`src/rtl/pdc_pkg.sv`:
```
// pdc_pkg: shared constants and types for the power-down / self-test pin control block
// assumes a single 100 MHz clock domain and an axi4-lite register slave in the main module
package pdc_pkg;

	// ----------------------------------------------------------------
	// register map (byte addresses)
	// ----------------------------------------------------------------
	localparam logic [7:0] PDC_OFF_CTRL = 8'h00;
	localparam logic [7:0] PDC_OFF_FUNC = 8'h04;
	localparam logic [7:0] PDC_OFF_GP_OUT = 8'h08;
	localparam logic [7:0] PDC_OFF_GP_OE = 8'h0c;
	localparam logic [7:0] PDC_OFF_STATUS = 8'h10;
	localparam logic [7:0] PDC_OFF_AUDIO = 8'h14;

	// ----------------------------------------------------------------
	// field positions and reset values
	// ----------------------------------------------------------------
	localparam int PDC_CTRL_PASS_BIT = 0;
	localparam int PDC_FUNC_GP0_LSB = 0;
	localparam int PDC_FUNC_GP1_BIT = 2;
	localparam int PDC_FUNC_GP2_BIT = 3;
	localparam int PDC_FUNC_GP3_BIT = 4;
	localparam int PDC_ST_ENABLED_BIT = 0;
	localparam int PDC_ST_SELFTEST_BIT = 1;
	localparam int PDC_ST_CLKSEL_BIT = 2;
	localparam int PDC_ST_IRQ_BIT = 3;
	localparam int PDC_ST_GPIN_LSB = 4;
	localparam logic [3:0] PDC_GP_OUT_RST = 4'h0;
	localparam logic [3:0] PDC_GP_OE_RST = 4'hf;
	localparam logic [4:0] PDC_FUNC_RST = 5'h00;
	localparam logic [3:0] PDC_AUDIO_RST = 4'h0;
	localparam int PDC_SYNC_STAGES = 2;

	// gp0 function codes
	localparam logic [1:0] PDC_GP0_GPIO = 2'h0;
	localparam logic [1:0] PDC_GP0_AUDIO = 2'h1;
	localparam logic [1:0] PDC_GP0_PASS = 2'h2;

	// axi response codes
	localparam logic [1:0] PDC_RESP_OKAY = 2'h0;
	localparam logic [1:0] PDC_RESP_SLVERR = 2'h2;

	typedef enum logic [1:0] {PDC_SRC_PIXEL, PDC_SRC_INT33} pdc_clksrc_e;

	typedef enum {PDC_OFF, PDC_RESET, PDC_RUN} pdc_state_e;

	// decoded mode bundle handed to the rest of the chip
	typedef struct packed {
		logic enabled;
		logic selftest;
		pdc_clksrc_e clk_src;
		logic irq_in;
	} pdc_mode_s;

	// four general pins as two signals
	typedef struct packed {
		logic [3:0] o;
		logic [3:0] oe_n;
	} pdc_gpio_s;

endpackage

```
`src/rtl/pdc_sync.sv`:
```
// pdc_sync: multi-bit two-stage synchroniser for asynchronous pin levels
// assumes each bit is an independent level; no bus coherency is implied
`timescale 1ns/1ns
module pdc_sync
	import pdc_pkg::*;
#(
	parameter int WIDTH = 4,
	parameter logic [WIDTH-1:0] RST_VAL = '0
) (
	input wire logic aclk,
	input wire logic aresetn,
	input wire logic [WIDTH-1:0] async_in,
	output logic [WIDTH-1:0] sync_out
);

	logic [WIDTH-1:0] stage1;

	// first stage feeds only the second stage
	always_ff @(posedge aclk) begin
		if (!aresetn) begin
			stage1 <= RST_VAL;
			sync_out <= RST_VAL;
		end else begin
			stage1 <= async_in;
			sync_out <= stage1;
		end
	end

endmodule // pdc_sync

```
`src/rtl/pdc_pin_ctrl.sv`:
```
// pdc_pin_ctrl: control-pin decode, power-down sequencing and general pin muxing
// assumes pins arrive asynchronously; the pad ring resolves oe_n into tri-state levels
//
// What this block does
// - power-down input going high enables device and resets registers and state machines
// - power-down input low keeps device off with no normal operation
// - while off all single-ended outputs float and pll is shut down
// - undriven power-down input reads low, so the device stays off
// - self-test enable pin low disables, high enables self-test mode
// - in self-test, clock select 0 picks pixel clock, 1 internal 33 MHz
// - clock-select function of shared pin is honoured only during self-test
// - outside self-test the shared pin acts as interrupt input
// - after reset the four general pins are outputs driving low
// - registers may switch general pin 0 to serial audio out or pass flag
// - registers give pins 1-3 word clock and audio data lines c and d
`timescale 1ns/1ns
module pdc_pin_ctrl
	import pdc_pkg::*;
#(
	parameter int ADDR_W = 8
) (
	input wire logic aclk,
	input wire logic aresetn,
	input wire logic powerdown_n_input,
	input wire logic selftest_enable_pin,
	input wire logic selftest_clock_select,
	input wire logic [3:0] general_pin_in,
	output pdc_gpio_s general_pin,
	output pdc_mode_s mode,
	output logic pll_enable,
	output logic outputs_float,
	output logic core_reset_n,
	input wire logic serial_audio_out,
	input wire logic audio_word_clock_alt,
	input wire logic audio_data_line_c,
	input wire logic audio_data_line_d,
	input wire logic [ADDR_W-1:0] s_axi_awaddr,
	input wire logic s_axi_awvalid,
	output logic s_axi_awready,
	input wire logic [31:0] s_axi_wdata,
	input wire logic [3:0] s_axi_wstrb,
	input wire logic s_axi_wvalid,
	output logic s_axi_wready,
	output logic [1:0] s_axi_bresp,
	output logic s_axi_bvalid,
	input wire logic s_axi_bready,
	input wire logic [ADDR_W-1:0] s_axi_araddr,
	input wire logic s_axi_arvalid,
	output logic s_axi_arready,
	output logic [31:0] s_axi_rdata,
	output logic [1:0] s_axi_rresp,
	output logic s_axi_rvalid,
	input wire logic s_axi_rready
);

	// ----------------------------------------------------------------
	// pin synchronisers
	// ----------------------------------------------------------------
	logic [2:0] ctl_sync;
	logic [3:0] gpin_sync;
	logic pd_n_s;
	logic st_en_s;
	logic st_clk_s;

	// an undriven pin is pulled low in the pad, so low also resets here
	pdc_sync #(.WIDTH(3), .RST_VAL(3'h0)) u_ctl_sync (
		.aclk(aclk),
		.aresetn(aresetn),
		.async_in({selftest_clock_select, selftest_enable_pin, powerdown_n_input}),
		.sync_out(ctl_sync)
	);
	pdc_sync #(.WIDTH(4), .RST_VAL(4'h0)) u_gp_sync (
		.aclk(aclk),
		.aresetn(aresetn),
		.async_in(general_pin_in),
		.sync_out(gpin_sync)
	);
	assign pd_n_s = ctl_sync[0];
	assign st_en_s = ctl_sync[1];
	assign st_clk_s = ctl_sync[2];

	// ----------------------------------------------------------------
	// power sequencer
	// ----------------------------------------------------------------
	pdc_state_e state;
	pdc_state_e next_state;
	logic soft_rst;

	always_comb begin
		next_state = state;
		case (state)
			PDC_OFF: if (pd_n_s) next_state = PDC_RESET;
			PDC_RESET: next_state = pd_n_s ? PDC_RUN : PDC_OFF;
			PDC_RUN: if (!pd_n_s) next_state = PDC_OFF;
			default: next_state = PDC_OFF;
		endcase
	end

	always_ff @(posedge aclk) begin
		if (!aresetn)
			state <= PDC_OFF;
		else
			state <= next_state;
	end

	// registers held at default except while running
	assign soft_rst = !aresetn || (state != PDC_RUN);
	assign core_reset_n = (state == PDC_RUN);
	assign pll_enable = (state != PDC_OFF);
	assign outputs_float = (state == PDC_OFF);

	// ----------------------------------------------------------------
	// registers
	// ----------------------------------------------------------------
	logic pass_flag;
	logic [4:0] func_sel;
	logic [3:0] gp_out;
	logic [3:0] gp_oe;
	logic [3:0] audio_mirror;

	// ----------------------------------------------------------------
	// axi4-lite write channel
	// ----------------------------------------------------------------
	logic aw_held;
	logic w_held;
	logic [ADDR_W-1:0] aw_addr;
	logic [31:0] w_data;
	logic [3:0] w_strb;
	logic do_write;
	logic wr_hit;

	assign s_axi_awready = !aw_held && !s_axi_bvalid;
	assign s_axi_wready = !w_held && !s_axi_bvalid;
	assign do_write = aw_held && w_held && !s_axi_bvalid;

	always_ff @(posedge aclk) begin
		if (!aresetn) begin
			aw_held <= 1'b0;
			aw_addr <= '0;
		end else if (s_axi_awvalid && s_axi_awready) begin
			aw_held <= 1'b1;
			aw_addr <= s_axi_awaddr;
		end else if (do_write) begin
			aw_held <= 1'b0;
		end
	end

	always_ff @(posedge aclk) begin
		if (!aresetn) begin
			w_held <= 1'b0;
			w_data <= '0;
			w_strb <= '0;
		end else if (s_axi_wvalid && s_axi_wready) begin
			w_held <= 1'b1;
			w_data <= s_axi_wdata;
			w_strb <= s_axi_wstrb;
		end else if (do_write) begin
			w_held <= 1'b0;
		end
	end

	function automatic logic is_rw_reg(input logic [ADDR_W-1:0] a);
		logic [7:0] b;
		b = 8'(a);
		is_rw_reg = (b == PDC_OFF_CTRL) || (b == PDC_OFF_FUNC) || (b == PDC_OFF_GP_OUT) ||
			(b == PDC_OFF_GP_OE);
	endfunction

	assign wr_hit = is_rw_reg(aw_addr);

	always_ff @(posedge aclk) begin
		if (!aresetn) begin
			s_axi_bvalid <= 1'b0;
			s_axi_bresp <= PDC_RESP_OKAY;
		end else if (do_write) begin
			s_axi_bvalid <= 1'b1;
			s_axi_bresp <= wr_hit ? PDC_RESP_OKAY : PDC_RESP_SLVERR;
		end else if (s_axi_bready) begin
			s_axi_bvalid <= 1'b0;
		end
	end

	// writes only land while running; an off or resetting device keeps defaults
	always_ff @(posedge aclk) begin
		if (soft_rst) begin
			pass_flag <= 1'b0;
			func_sel <= PDC_FUNC_RST;
			gp_out <= PDC_GP_OUT_RST;
			gp_oe <= PDC_GP_OE_RST;
		end else if (do_write && w_strb[0]) begin
			if (8'(aw_addr) == PDC_OFF_CTRL)
				pass_flag <= w_data[PDC_CTRL_PASS_BIT];
			else if (8'(aw_addr) == PDC_OFF_FUNC)
				func_sel <= w_data[4:0];
			else if (8'(aw_addr) == PDC_OFF_GP_OUT)
				gp_out <= w_data[3:0];
			else if (8'(aw_addr) == PDC_OFF_GP_OE)
				gp_oe <= w_data[3:0];
		end
	end

	// ----------------------------------------------------------------
	// mode decode
	// ----------------------------------------------------------------
	logic run;
	logic st_active;

	assign run = (state == PDC_RUN);
	assign st_active = run && st_en_s;

	always_ff @(posedge aclk) begin
		if (!aresetn) begin
			mode <= '0;
		end else begin
			mode.enabled <= run;
			mode.selftest <= st_active;
			// shared pin: clock select only in self-test, else interrupt
			mode.clk_src <= (st_active && st_clk_s) ? PDC_SRC_INT33 : PDC_SRC_PIXEL;
			mode.irq_in <= run && !st_en_s && st_clk_s;
		end
	end

	// ----------------------------------------------------------------
	// general pin mux
	// ----------------------------------------------------------------
	logic [3:0] next_o;
	logic [3:0] next_oe;

	always_comb begin
		next_o = gp_out;
		next_oe = gp_oe;
		case (func_sel[1:0])
			PDC_GP0_AUDIO: begin
				next_o[0] = serial_audio_out;
				next_oe[0] = 1'b1;
			end
			PDC_GP0_PASS: begin
				next_o[0] = pass_flag;
				next_oe[0] = 1'b1;
			end
			default: begin
				next_o[0] = gp_out[0];
				next_oe[0] = gp_oe[0];
			end
		endcase
		if (func_sel[PDC_FUNC_GP1_BIT]) begin
			next_o[1] = audio_word_clock_alt;
			next_oe[1] = 1'b1;
		end
		if (func_sel[PDC_FUNC_GP2_BIT]) begin
			next_o[2] = audio_data_line_c;
			next_oe[2] = 1'b1;
		end
		if (func_sel[PDC_FUNC_GP3_BIT]) begin
			next_o[3] = audio_data_line_d;
			next_oe[3] = 1'b1;
		end
	end

	always_ff @(posedge aclk) begin
		if (!aresetn) begin
			general_pin.o <= 4'h0;
			general_pin.oe_n <= 4'hf;
		end else if (state == PDC_OFF) begin
			general_pin.o <= 4'h0;
			general_pin.oe_n <= 4'hf;
		end else begin
			general_pin.o <= run ? next_o : PDC_GP_OUT_RST;
			general_pin.oe_n <= run ? ~next_oe : ~PDC_GP_OE_RST;
		end
	end

	always_ff @(posedge aclk) begin
		if (!aresetn)
			audio_mirror <= PDC_AUDIO_RST;
		else
			audio_mirror <= {audio_data_line_d, audio_data_line_c, audio_word_clock_alt, serial_audio_out};
	end

	// ----------------------------------------------------------------
	// axi4-lite read channel
	// ----------------------------------------------------------------
	logic [31:0] rd_word;
	logic rd_ok;

	always_comb begin
		rd_word = 32'h0000_0000;
		rd_ok = 1'b1;
		if (8'(s_axi_araddr) == PDC_OFF_CTRL)
			rd_word[PDC_CTRL_PASS_BIT] = pass_flag;
		else if (8'(s_axi_araddr) == PDC_OFF_FUNC)
			rd_word[4:0] = func_sel;
		else if (8'(s_axi_araddr) == PDC_OFF_GP_OUT)
			rd_word[3:0] = gp_out;
		else if (8'(s_axi_araddr) == PDC_OFF_GP_OE)
			rd_word[3:0] = gp_oe;
		else if (8'(s_axi_araddr) == PDC_OFF_STATUS)
			rd_word[7:0] = {gpin_sync, mode.irq_in, mode.clk_src == PDC_SRC_INT33, mode.selftest, mode.enabled};
		else if (8'(s_axi_araddr) == PDC_OFF_AUDIO)
			rd_word[3:0] = audio_mirror;
		else
			rd_ok = 1'b0;
	end

	assign s_axi_arready = !s_axi_rvalid;

	always_ff @(posedge aclk) begin
		if (!aresetn) begin
			s_axi_rvalid <= 1'b0;
			s_axi_rdata <= 32'h0000_0000;
			s_axi_rresp <= PDC_RESP_OKAY;
		end else if (s_axi_arvalid && s_axi_arready) begin
			s_axi_rvalid <= 1'b1;
			s_axi_rdata <= rd_word;
			s_axi_rresp <= rd_ok ? PDC_RESP_OKAY : PDC_RESP_SLVERR;
		end else if (s_axi_rready) begin
			s_axi_rvalid <= 1'b0;
		end
	end

	// ----------------------------------------------------------------
	// assertions
	// ----------------------------------------------------------------
	a_off_floats_pins: assert property (@(posedge aclk) disable iff (!aresetn)
		(state == PDC_OFF) |=> (general_pin.oe_n == 4'hf)) else $error("pins driven while off");
	a_off_pll_down: assert property (@(posedge aclk) disable iff (!aresetn)
		(state == PDC_OFF) |-> (!pll_enable && outputs_float)) else $error("pll on while off");
	a_low_stays_off: assert property (@(posedge aclk) disable iff (!aresetn)
		(!pd_n_s && state != PDC_RUN) |=> (state != PDC_RUN)) else $error("left off while input low");
	a_wake_resets: assert property (@(posedge aclk) disable iff (!aresetn)
		(state == PDC_OFF && pd_n_s) |=> (state == PDC_RESET) ##1 (func_sel == PDC_FUNC_RST))
		else $error("no reset on wake");
	a_pd_sync_delay: assert property (@(posedge aclk) disable iff (!aresetn)
		$rose(pd_n_s) |-> $past(powerdown_n_input, 2)) else $error("power-down sync depth wrong");
	a_clk_sel_gated: assert property (@(posedge aclk) disable iff (!aresetn)
		(mode.clk_src == PDC_SRC_INT33) |-> $past(st_active && st_clk_s)) else $error("clock select outside test");
	a_irq_only_normal: assert property (@(posedge aclk) disable iff (!aresetn)
		mode.irq_in |-> !mode.selftest) else $error("interrupt during self-test");
	a_st_follows_pin: assert property (@(posedge aclk) disable iff (!aresetn)
		(run && st_en_s) ##1 run |-> mode.selftest) else $error("self-test not entered");
	a_gp_default_low: assert property (@(posedge aclk) disable iff (!aresetn)
		(state == PDC_RESET) |=> (general_pin.o == 4'h0 && general_pin.oe_n == 4'h0)) else $error("pins not low");
	a_gp0_pass: assert property (@(posedge aclk) disable iff (!aresetn)
		(run && func_sel[1:0] == PDC_GP0_PASS) ##1 run |-> (general_pin.o[0] == $past(pass_flag)))
		else $error("pass not on pin 0");
	a_gp1_wclk: assert property (@(posedge aclk) disable iff (!aresetn)
		(run && func_sel[PDC_FUNC_GP1_BIT]) ##1 run |-> (general_pin.o[1] == $past(audio_word_clock_alt)))
		else $error("word clock missing");

endmodule // pdc_pin_ctrl

```
`config.mk`:
```
export PLATFORM = sky130hd
export DESIGN_NAME = pdc_pin_ctrl
export DESIGN_NICKNAME = d
export VERILOG_FILES = /design/src/rtl/pdc_pkg.sv /design/src/rtl/pdc_sync.sv /design/src/rtl/pdc_pin_ctrl.sv
export SDC_FILE = /design/constraint.sdc
export NUM_CORES = 1
export LEC_CHECK = 0
export ABC_AREA = 1
export BUFFER_PORTS_ARGS = -buffer_cell sky130_fd_sc_hd__buf_2
export CORE_MARGIN = 2
export CORE_UTILIZATION = 50
export CTS_BUF_LIST = sky130_fd_sc_hd__clkbuf_4 sky130_fd_sc_hd__clkbuf_8
export DETAILED_ROUTE_END_ITERATION = 10
export GPL_TIMING_DRIVEN = 0
export PLACE_DENSITY = 0.79
export SKIP_CTS_REPAIR_TIMING = 1
export SYNTH_ARGS = -nofsm -noshare
export SYNTH_HDL_FRONTEND = slang
export SYNTH_SLANG_ARGS = --single-unit
```
`constraint.sdc`:
```
create_clock -name aclk -period 1.3 [get_ports aclk]
set_input_delay 0.13 -clock aclk [delete_from_list [all_inputs] [get_ports aclk]]
set_output_delay 0.13 -clock aclk [all_outputs]
set_load 0.01 [all_outputs]
```
**Yosys cells after proc, flatten, opt, wreduce, memory -nomap -nowiden**

Index checks and enable logic that the tools add are counted.

- Flip-flop bits (word level): 107
- Input port bits: 70
- Output and inout bits: 57
- Word-level logic and storage cells: 128

- Eq/ne operators: 17
- Muxes and demuxes: 40
- Bitwise gates (word level): 6
- Reduce and logical (&&, ||, !) cells: 39

Operator list:

| operator | number |
|---|---|
| one-hot mux 32 bit (3 select lines) | 1 |
| logical NOT 32 bit | 2 |
| 2-to-1 mux 32 bit | 2 |
| equality test 32 x 1 -> 1 bit (second input constant) | 1 |
| equality test 32 x 2 -> 1 bit (second input constant) | 1 |
| equality test 32 x 3 -> 1 bit (second input constant) | 1 |
| equality test 8 x 4 -> 1 bit (second input constant) | 4 |
| 2-to-1 mux 4 bit | 8 |
| inequality test 32 x 3 -> 1 bit (second input constant) | 1 |
| nonzero test 32 bit | 1 |
| 2-to-1 mux 1 bit | 22 |
| equality test 8 x 3 -> 1 bit (second input constant) | 2 |
| equality test 8 x 5 -> 1 bit (second input constant) | 2 |
| logical NOT 8 bit | 2 |
| logical AND 1 bit | 12 |
| nonzero test 2 bit | 4 |
| 2-to-1 mux 7 bit | 1 |
| logical NOT 1 bit | 6 |
| 2-to-1 mux 2 bit | 3 |
| 2-to-1 mux 5 bit | 1 |
| NOT 1 bit | 5 |
| AND reduction 5 bit | 1 |
| equality test 2 x 1 -> 1 bit (second input constant) | 2 |
| logical OR 1 bit | 4 |
| other kinds (11) | 13 |

**Longest topological paths before layout**

- Depth after elaboration: 8
- Gate-level depth with buffers: 10
- Gate-level depth less buffers: 10

**Cells and area by module**

From an unflattened synthesis, not the netlist that was laid out.

- Cell total of the unflattened synthesis: 406
- Area, all modules: 3163.0 um2

By module, submodules not included:

| module | times used | cells an instance | area each (um2) | sequential area each (um2) |
|---|---|---|---|---|
| pdc_pin_ctrl | 1 | 363 | 2772.7 | 1201.2 |
| pdc_sync at u_gp_sync | 1 | 25 | 225.2 | 160.2 |
| pdc_sync at u_ctl_sync | 1 | 18 | 165.2 | 120.1 |

**Worst setup path before layout**

OpenSTA, ideal clock, no wires.

- Kind: register to register
- Start: reg s_axi_bvalid
- End: reg gp_oe[0]
- Setup time: 119 ps
- Arrival time: 1105 ps
- Required time: 1181 ps
- Slack: 75 ps
- Stages on the path, launching flop included: 9
- Buffers on the path: 0
- Period minus slack after synthesis: 1225 ps
- Path through: dfxtp_1 nor2_2 inv_2 nor2_4 inv_2 nor2_8 nand2_2 a21oi_1 o21ai_1

- Longest elaborated chain between the ends: 4

RTL lines:

| item | line | source |
|---|---|---|
| from (decl) | pdc_pin_ctrl.sv:45 | `output logic s_axi_bvalid,` |
| from (signal assigned) | pdc_pin_ctrl.sv:173 | `s_axi_bvalid <= 1'b0;` |
| from (signal assigned) | pdc_pin_ctrl.sv:176 | `s_axi_bvalid <= 1'b1;` |
| from (signal assigned) | pdc_pin_ctrl.sv:179 | `s_axi_bvalid <= 1'b0;` |
| logical NOT 1 bit | pdc_pin_ctrl.sv:134 | `assign do_write = aw_held && w_held && !s_axi_bvalid;` |
| logical AND 1 bit | pdc_pin_ctrl.sv:134 |  |
| logical AND 1 bit | pdc_pin_ctrl.sv:190 | `end else if (do_write && w_strb[0]) begin` |
| AND reduction 5 bit (no source line) | -- |  |
| to (signal assigned) | pdc_pin_ctrl.sv:198 | `gp_oe <= w_data[3:0];` |
| to (decl) | pdc_pin_ctrl.sv:118 | `logic [3:0] gp_oe;` |

Every way passes these cells.
A chain may end at the register's enable or synchronous reset.

**Worst setup path in the final report**

- Start: reg aw_held
- End: reg func_sel[3]

- Longest elaborated chain between the ends: 4

RTL lines:

| item | line | source |
|---|---|---|
| from (decl) | pdc_pin_ctrl.sv:124 | `logic aw_held;` |
| from (signal assigned) | pdc_pin_ctrl.sv:138 | `aw_held <= 1'b0;` |
| from (signal assigned) | pdc_pin_ctrl.sv:141 | `aw_held <= 1'b1;` |
| from (signal assigned) | pdc_pin_ctrl.sv:144 | `aw_held <= 1'b0;` |
| logical AND 1 bit (2 in a row) | pdc_pin_ctrl.sv:134 |  |
| logical AND 1 bit | pdc_pin_ctrl.sv:190 |  |
| AND reduction 3 bit (no source line) | -- |  |
| to (signal assigned) | pdc_pin_ctrl.sv:194 | `func_sel <= w_data[4:0];` |
| to (decl) | pdc_pin_ctrl.sv:116 | `logic [4:0] func_sel;` |

Every way passes these cells.

==> metrics.csv <==
stage,metric,value,unit
place,DP HPWL,5180,um
setup_path,"slowest stage cell, crit path",dfxtp_2,
yosys,Synth Register Bits,74,
finish,"most common cell after layout, fill and taps aside",nand2_1,
setup_path,Critical path buffers and inverters,2,
outcome,failing checks,"hold timing, setup timing",
yosys,register area share after synthesis,47.7,%
place,pre-CTS WS,-0.0815,ns
power,PwrDens,1160,mW/mm^2
timing,FMAX,720,MHz
timing,Final Hold Fails,3,
power,P_sw,1260,uW
routing,drt initial violations,155,
yosys,post-synth cell types,28,
power,Int Power,3550,uW
timing,Tcrit/Tclk final,107,%
setup_path,crit path kind,flop to flop,
place,placed inst area,0.00364,mm^2
global_route,all-layer global routing usage,20.0,%
setup_path,crit-path max cell delay,0.36,ns
timing,setup TNS,-0.597,ns
finish,nets@finish,610,
finish,ant diodes,0,
setup_path,Worst EP required,1.54,ns
hold_path,Hold Path Class,input pin to flop,
timing,Finish-stage setup viols,13,
clock_tree,H-tree depth,3,
timing,hold_ws,-0.0115,ns
clock_tree,TritonCTS Buffers,9,
power,VDD IR max,0.000884,V
floorplan,Die ar.,0.00686,mm^2
timing,worst slew pin tran,0.563,ns
routing,DR DRC count,0,
setup_path,flop-to-flop setup slack,-0.09,ns
global_route,first-pass GRT wire length,11200,um
routing,routed vias/inst,4.68,
global_route,grt ovf,0,
routing,DR WL/cell,11.5,um
place,Port Buf Inserts,69,
timing,min Tclk post-route,1.39,ns
clock_tree,clock root cell,clkbuf_8,
power,sw frac,26.2,%
floorplan,Die H,82.8,um
clock_tree,clock slew seen by the registers of the worst setup and hold paths,0.08,ns
setup_path,startpoint types,flop,
power,Lkg Pwr,0.00208,uW
timing,RSZ-0062 raised after global routing,true,
yosys,Post-Syn Area,0.00311,mm^2
clock_tree,TritonCTS clock tree,built,
setup_path,Crit path max-delay family,simple AND/OR/NAND/NOR gates,
finish,most frequent cells in the layout,"nand2_1, dfxtp_1, buf_2",
hold_path,hold depth,3,
hold_path,hold endpoint,audio_mirror[2]$_SDFF_PN0_,
floorplan,core area,0.00596,mm^2
setup_path,Crit Path Max Fanout,7,
clock_tree,Clock Latency Late Sink,0.35,ns
power,sequential power share,50.0,%
finish,Area Growth Syn to Fin,33.0,%
global_route,initial antenna violation count,0,
floorplan,Ports,127,
floorplan,Die W,82.8,um
floorplan,Rows,28,
outcome,status,"complete, but fails checks",
hold_path,hold_sp,audio_data_line_c,
finish,Final Cell Area,0.00413,mm^2
yosys,post-synthesis average cell area,7.50,um^2
yosys,Ys Warns,0,
clock_tree,clk buf depth,2,
routing,ANT nets after route,0,
setup_path,reg2reg start,aw_held$_SDFFE_PN0P_,
yosys,Gate Count Post-Synth,414,
routing,routed via count,2895,
setup_path,CP Cell Sequence,nand2_2 > nor2_2 > inv_2 > nor2_4 > buf_4 > nand3_2 > o21ai_1 > a21oi_1,
finish,fillers,500,
routing,Pre-Repair DR Iteration Count,4,
routing,Final Routed Wirelength,7110,um
global_route,largest net degree at the start of global routing,15,
setup_path,Crit Reg-Reg Endpoint,func_sel[3]$_SDFFE_PP0P_,
place,GP Congestion,0.899,
setup_path,CP arrival,1.63,ns
finish,fraction of layout cells with a size suffix above 1,31.1,%
run,Max-Cap Viols,0,
timing,Max Slew Vio Count,0,
setup_path,CP Capture Type,flop,
power,total power,4800,uW
timing,post-route worst setup slack,-0.0883,ns
clock_tree,total clock sinks,74,
setup_path,Worst R2R Path Depth,8,
timing,Rel. slew slack,62.4,%
power,combinational power share,11.2,%
timing,clock skew,0.00874,ns
power,Clock Power Share,38.8,%
global_route,vias in the first global route,2515,
floorplan,Starting Density,52.2,%
## logic make-up after synthesis
kind of cell,after synthesis,synth area share [%]
AO/OA/AOI/OAI,80,13.6
adder cells (fa/ha/maj),2,0.805
buffers and inverters,97,15.1
flip-flops,74,47.7
other,1,0.121
AND/OR/NAND/NOR,160,22.7
## flip-flops by register name, indices dropped and copies added, names as in the netlist, 2 cells and up
name,flops
state,2
mode,4
u_gp_sync.sync_out,4
u_ctl_sync.stage1,3
audio_mirror,4
u_ctl_sync.sync_out,3
u_gp_sync.stage1,4
general_pin,8
w_data,5
s_axi_rdata,8
gp_oe,4
func_sel,5
gp_out,4
aw_addr,8
## final cells by class
cell class | count | area, um^2 | area share (%)
Timing Repair Buffer | 87 | 513 | 12.4
Multi-Input combinational cell | 269 | 1350 | 32.7
Clock inverter | 6 | 72.6 | 1.76
Sequential cell | 74 | 1490 | 35.9
Inverter | 60 | 228 | 5.51
Tap cell | 75 | 93.8 | 2.27
Buffer | 37 | 251 | 6.09
Clock buffer | 10 | 138 | 3.33
## synthesized netlist by cell type (all sizes together)
cell    count  share of area [%]
nand2      82                 10
dfxtp      74                 48
inv        60                7.2
nor2       60                9.3
a21oi      42                6.8
buf        29                6.9
o21ai      29                4.7
nand3      13                2.3
clkbuf      8               0.97
o31ai       4               0.97
nor3        3               0.48
a21boi      2               0.48
ha          2               0.81
a211oi      1               0.24
a31oi       1               0.20
conb        1               0.12
nand4       1               0.20
o21a        1               0.24
or2         1               0.20
## power by group through the flow
stage | clock network (uW) | registers (uW) | logic (uW)
5_1_grt | 2010 | 2410 | 600
2_1_floorplan | 0 | 2440 | 314
4_1_cts | 1890 | 2390 | 460
6_report | 1860 | 2400 | 537
3_5_place_dp | 0 | 2450 | 458
3_3_place_gp | 0 | 2440 | 448
## per-stage QoR
stage                     instances  utilization, %  hold slack [ns]
after floorplan                 440               -            0.223
after global placement          584            61.2            0.309
after detailed placement        584            61.2            0.318
after CTS                       600            64.7          -0.0494
after global routing            618            69.4          0.00381
final                           618            69.4          -0.0115
## worst min-delay path: stages
cell and delay, ns:
buf_2 0.09, nand2_1 0.05, inv_1 0.04
## worst max-delay path by stage
stage / from / end / depth (start not counted)
after floorplan: s_axi_bvalid$_SDFFE_PN0P_ / gp_oe[0]$_SDFFE_PP1P_ / 8
after global placement: aw_addr[4]$_SDFFE_PN0P_ / gp_out[3]$_SDFFE_PP0P_ / 6
after detailed placement: w_held$_SDFFE_PN0P_ / gp_oe[0]$_SDFFE_PP1P_ / 9
after CTS: aw_addr[4]$_SDFFE_PN0P_ / pass_flag$_SDFFE_PP0P_ / 6
after global routing: aw_held$_SDFFE_PN0P_ / gp_oe[0]$_SDFFE_PP1P_ / 9
final: aw_held$_SDFFE_PN0P_ / func_sel[3]$_SDFFE_PP0P_ / 8
## metal layers
metal | share of wire, % | wire, um | track usage [%]
met5 | 0 | 0 | 0
met4 | 1.6 | 114 | 9.24
met3 | 6.1 | 431 | 3.68
met2 | 50 | 3560 | 33.6
met1 | 42 | 3000 | 24.9
Power figures use the tool's default switching activity.
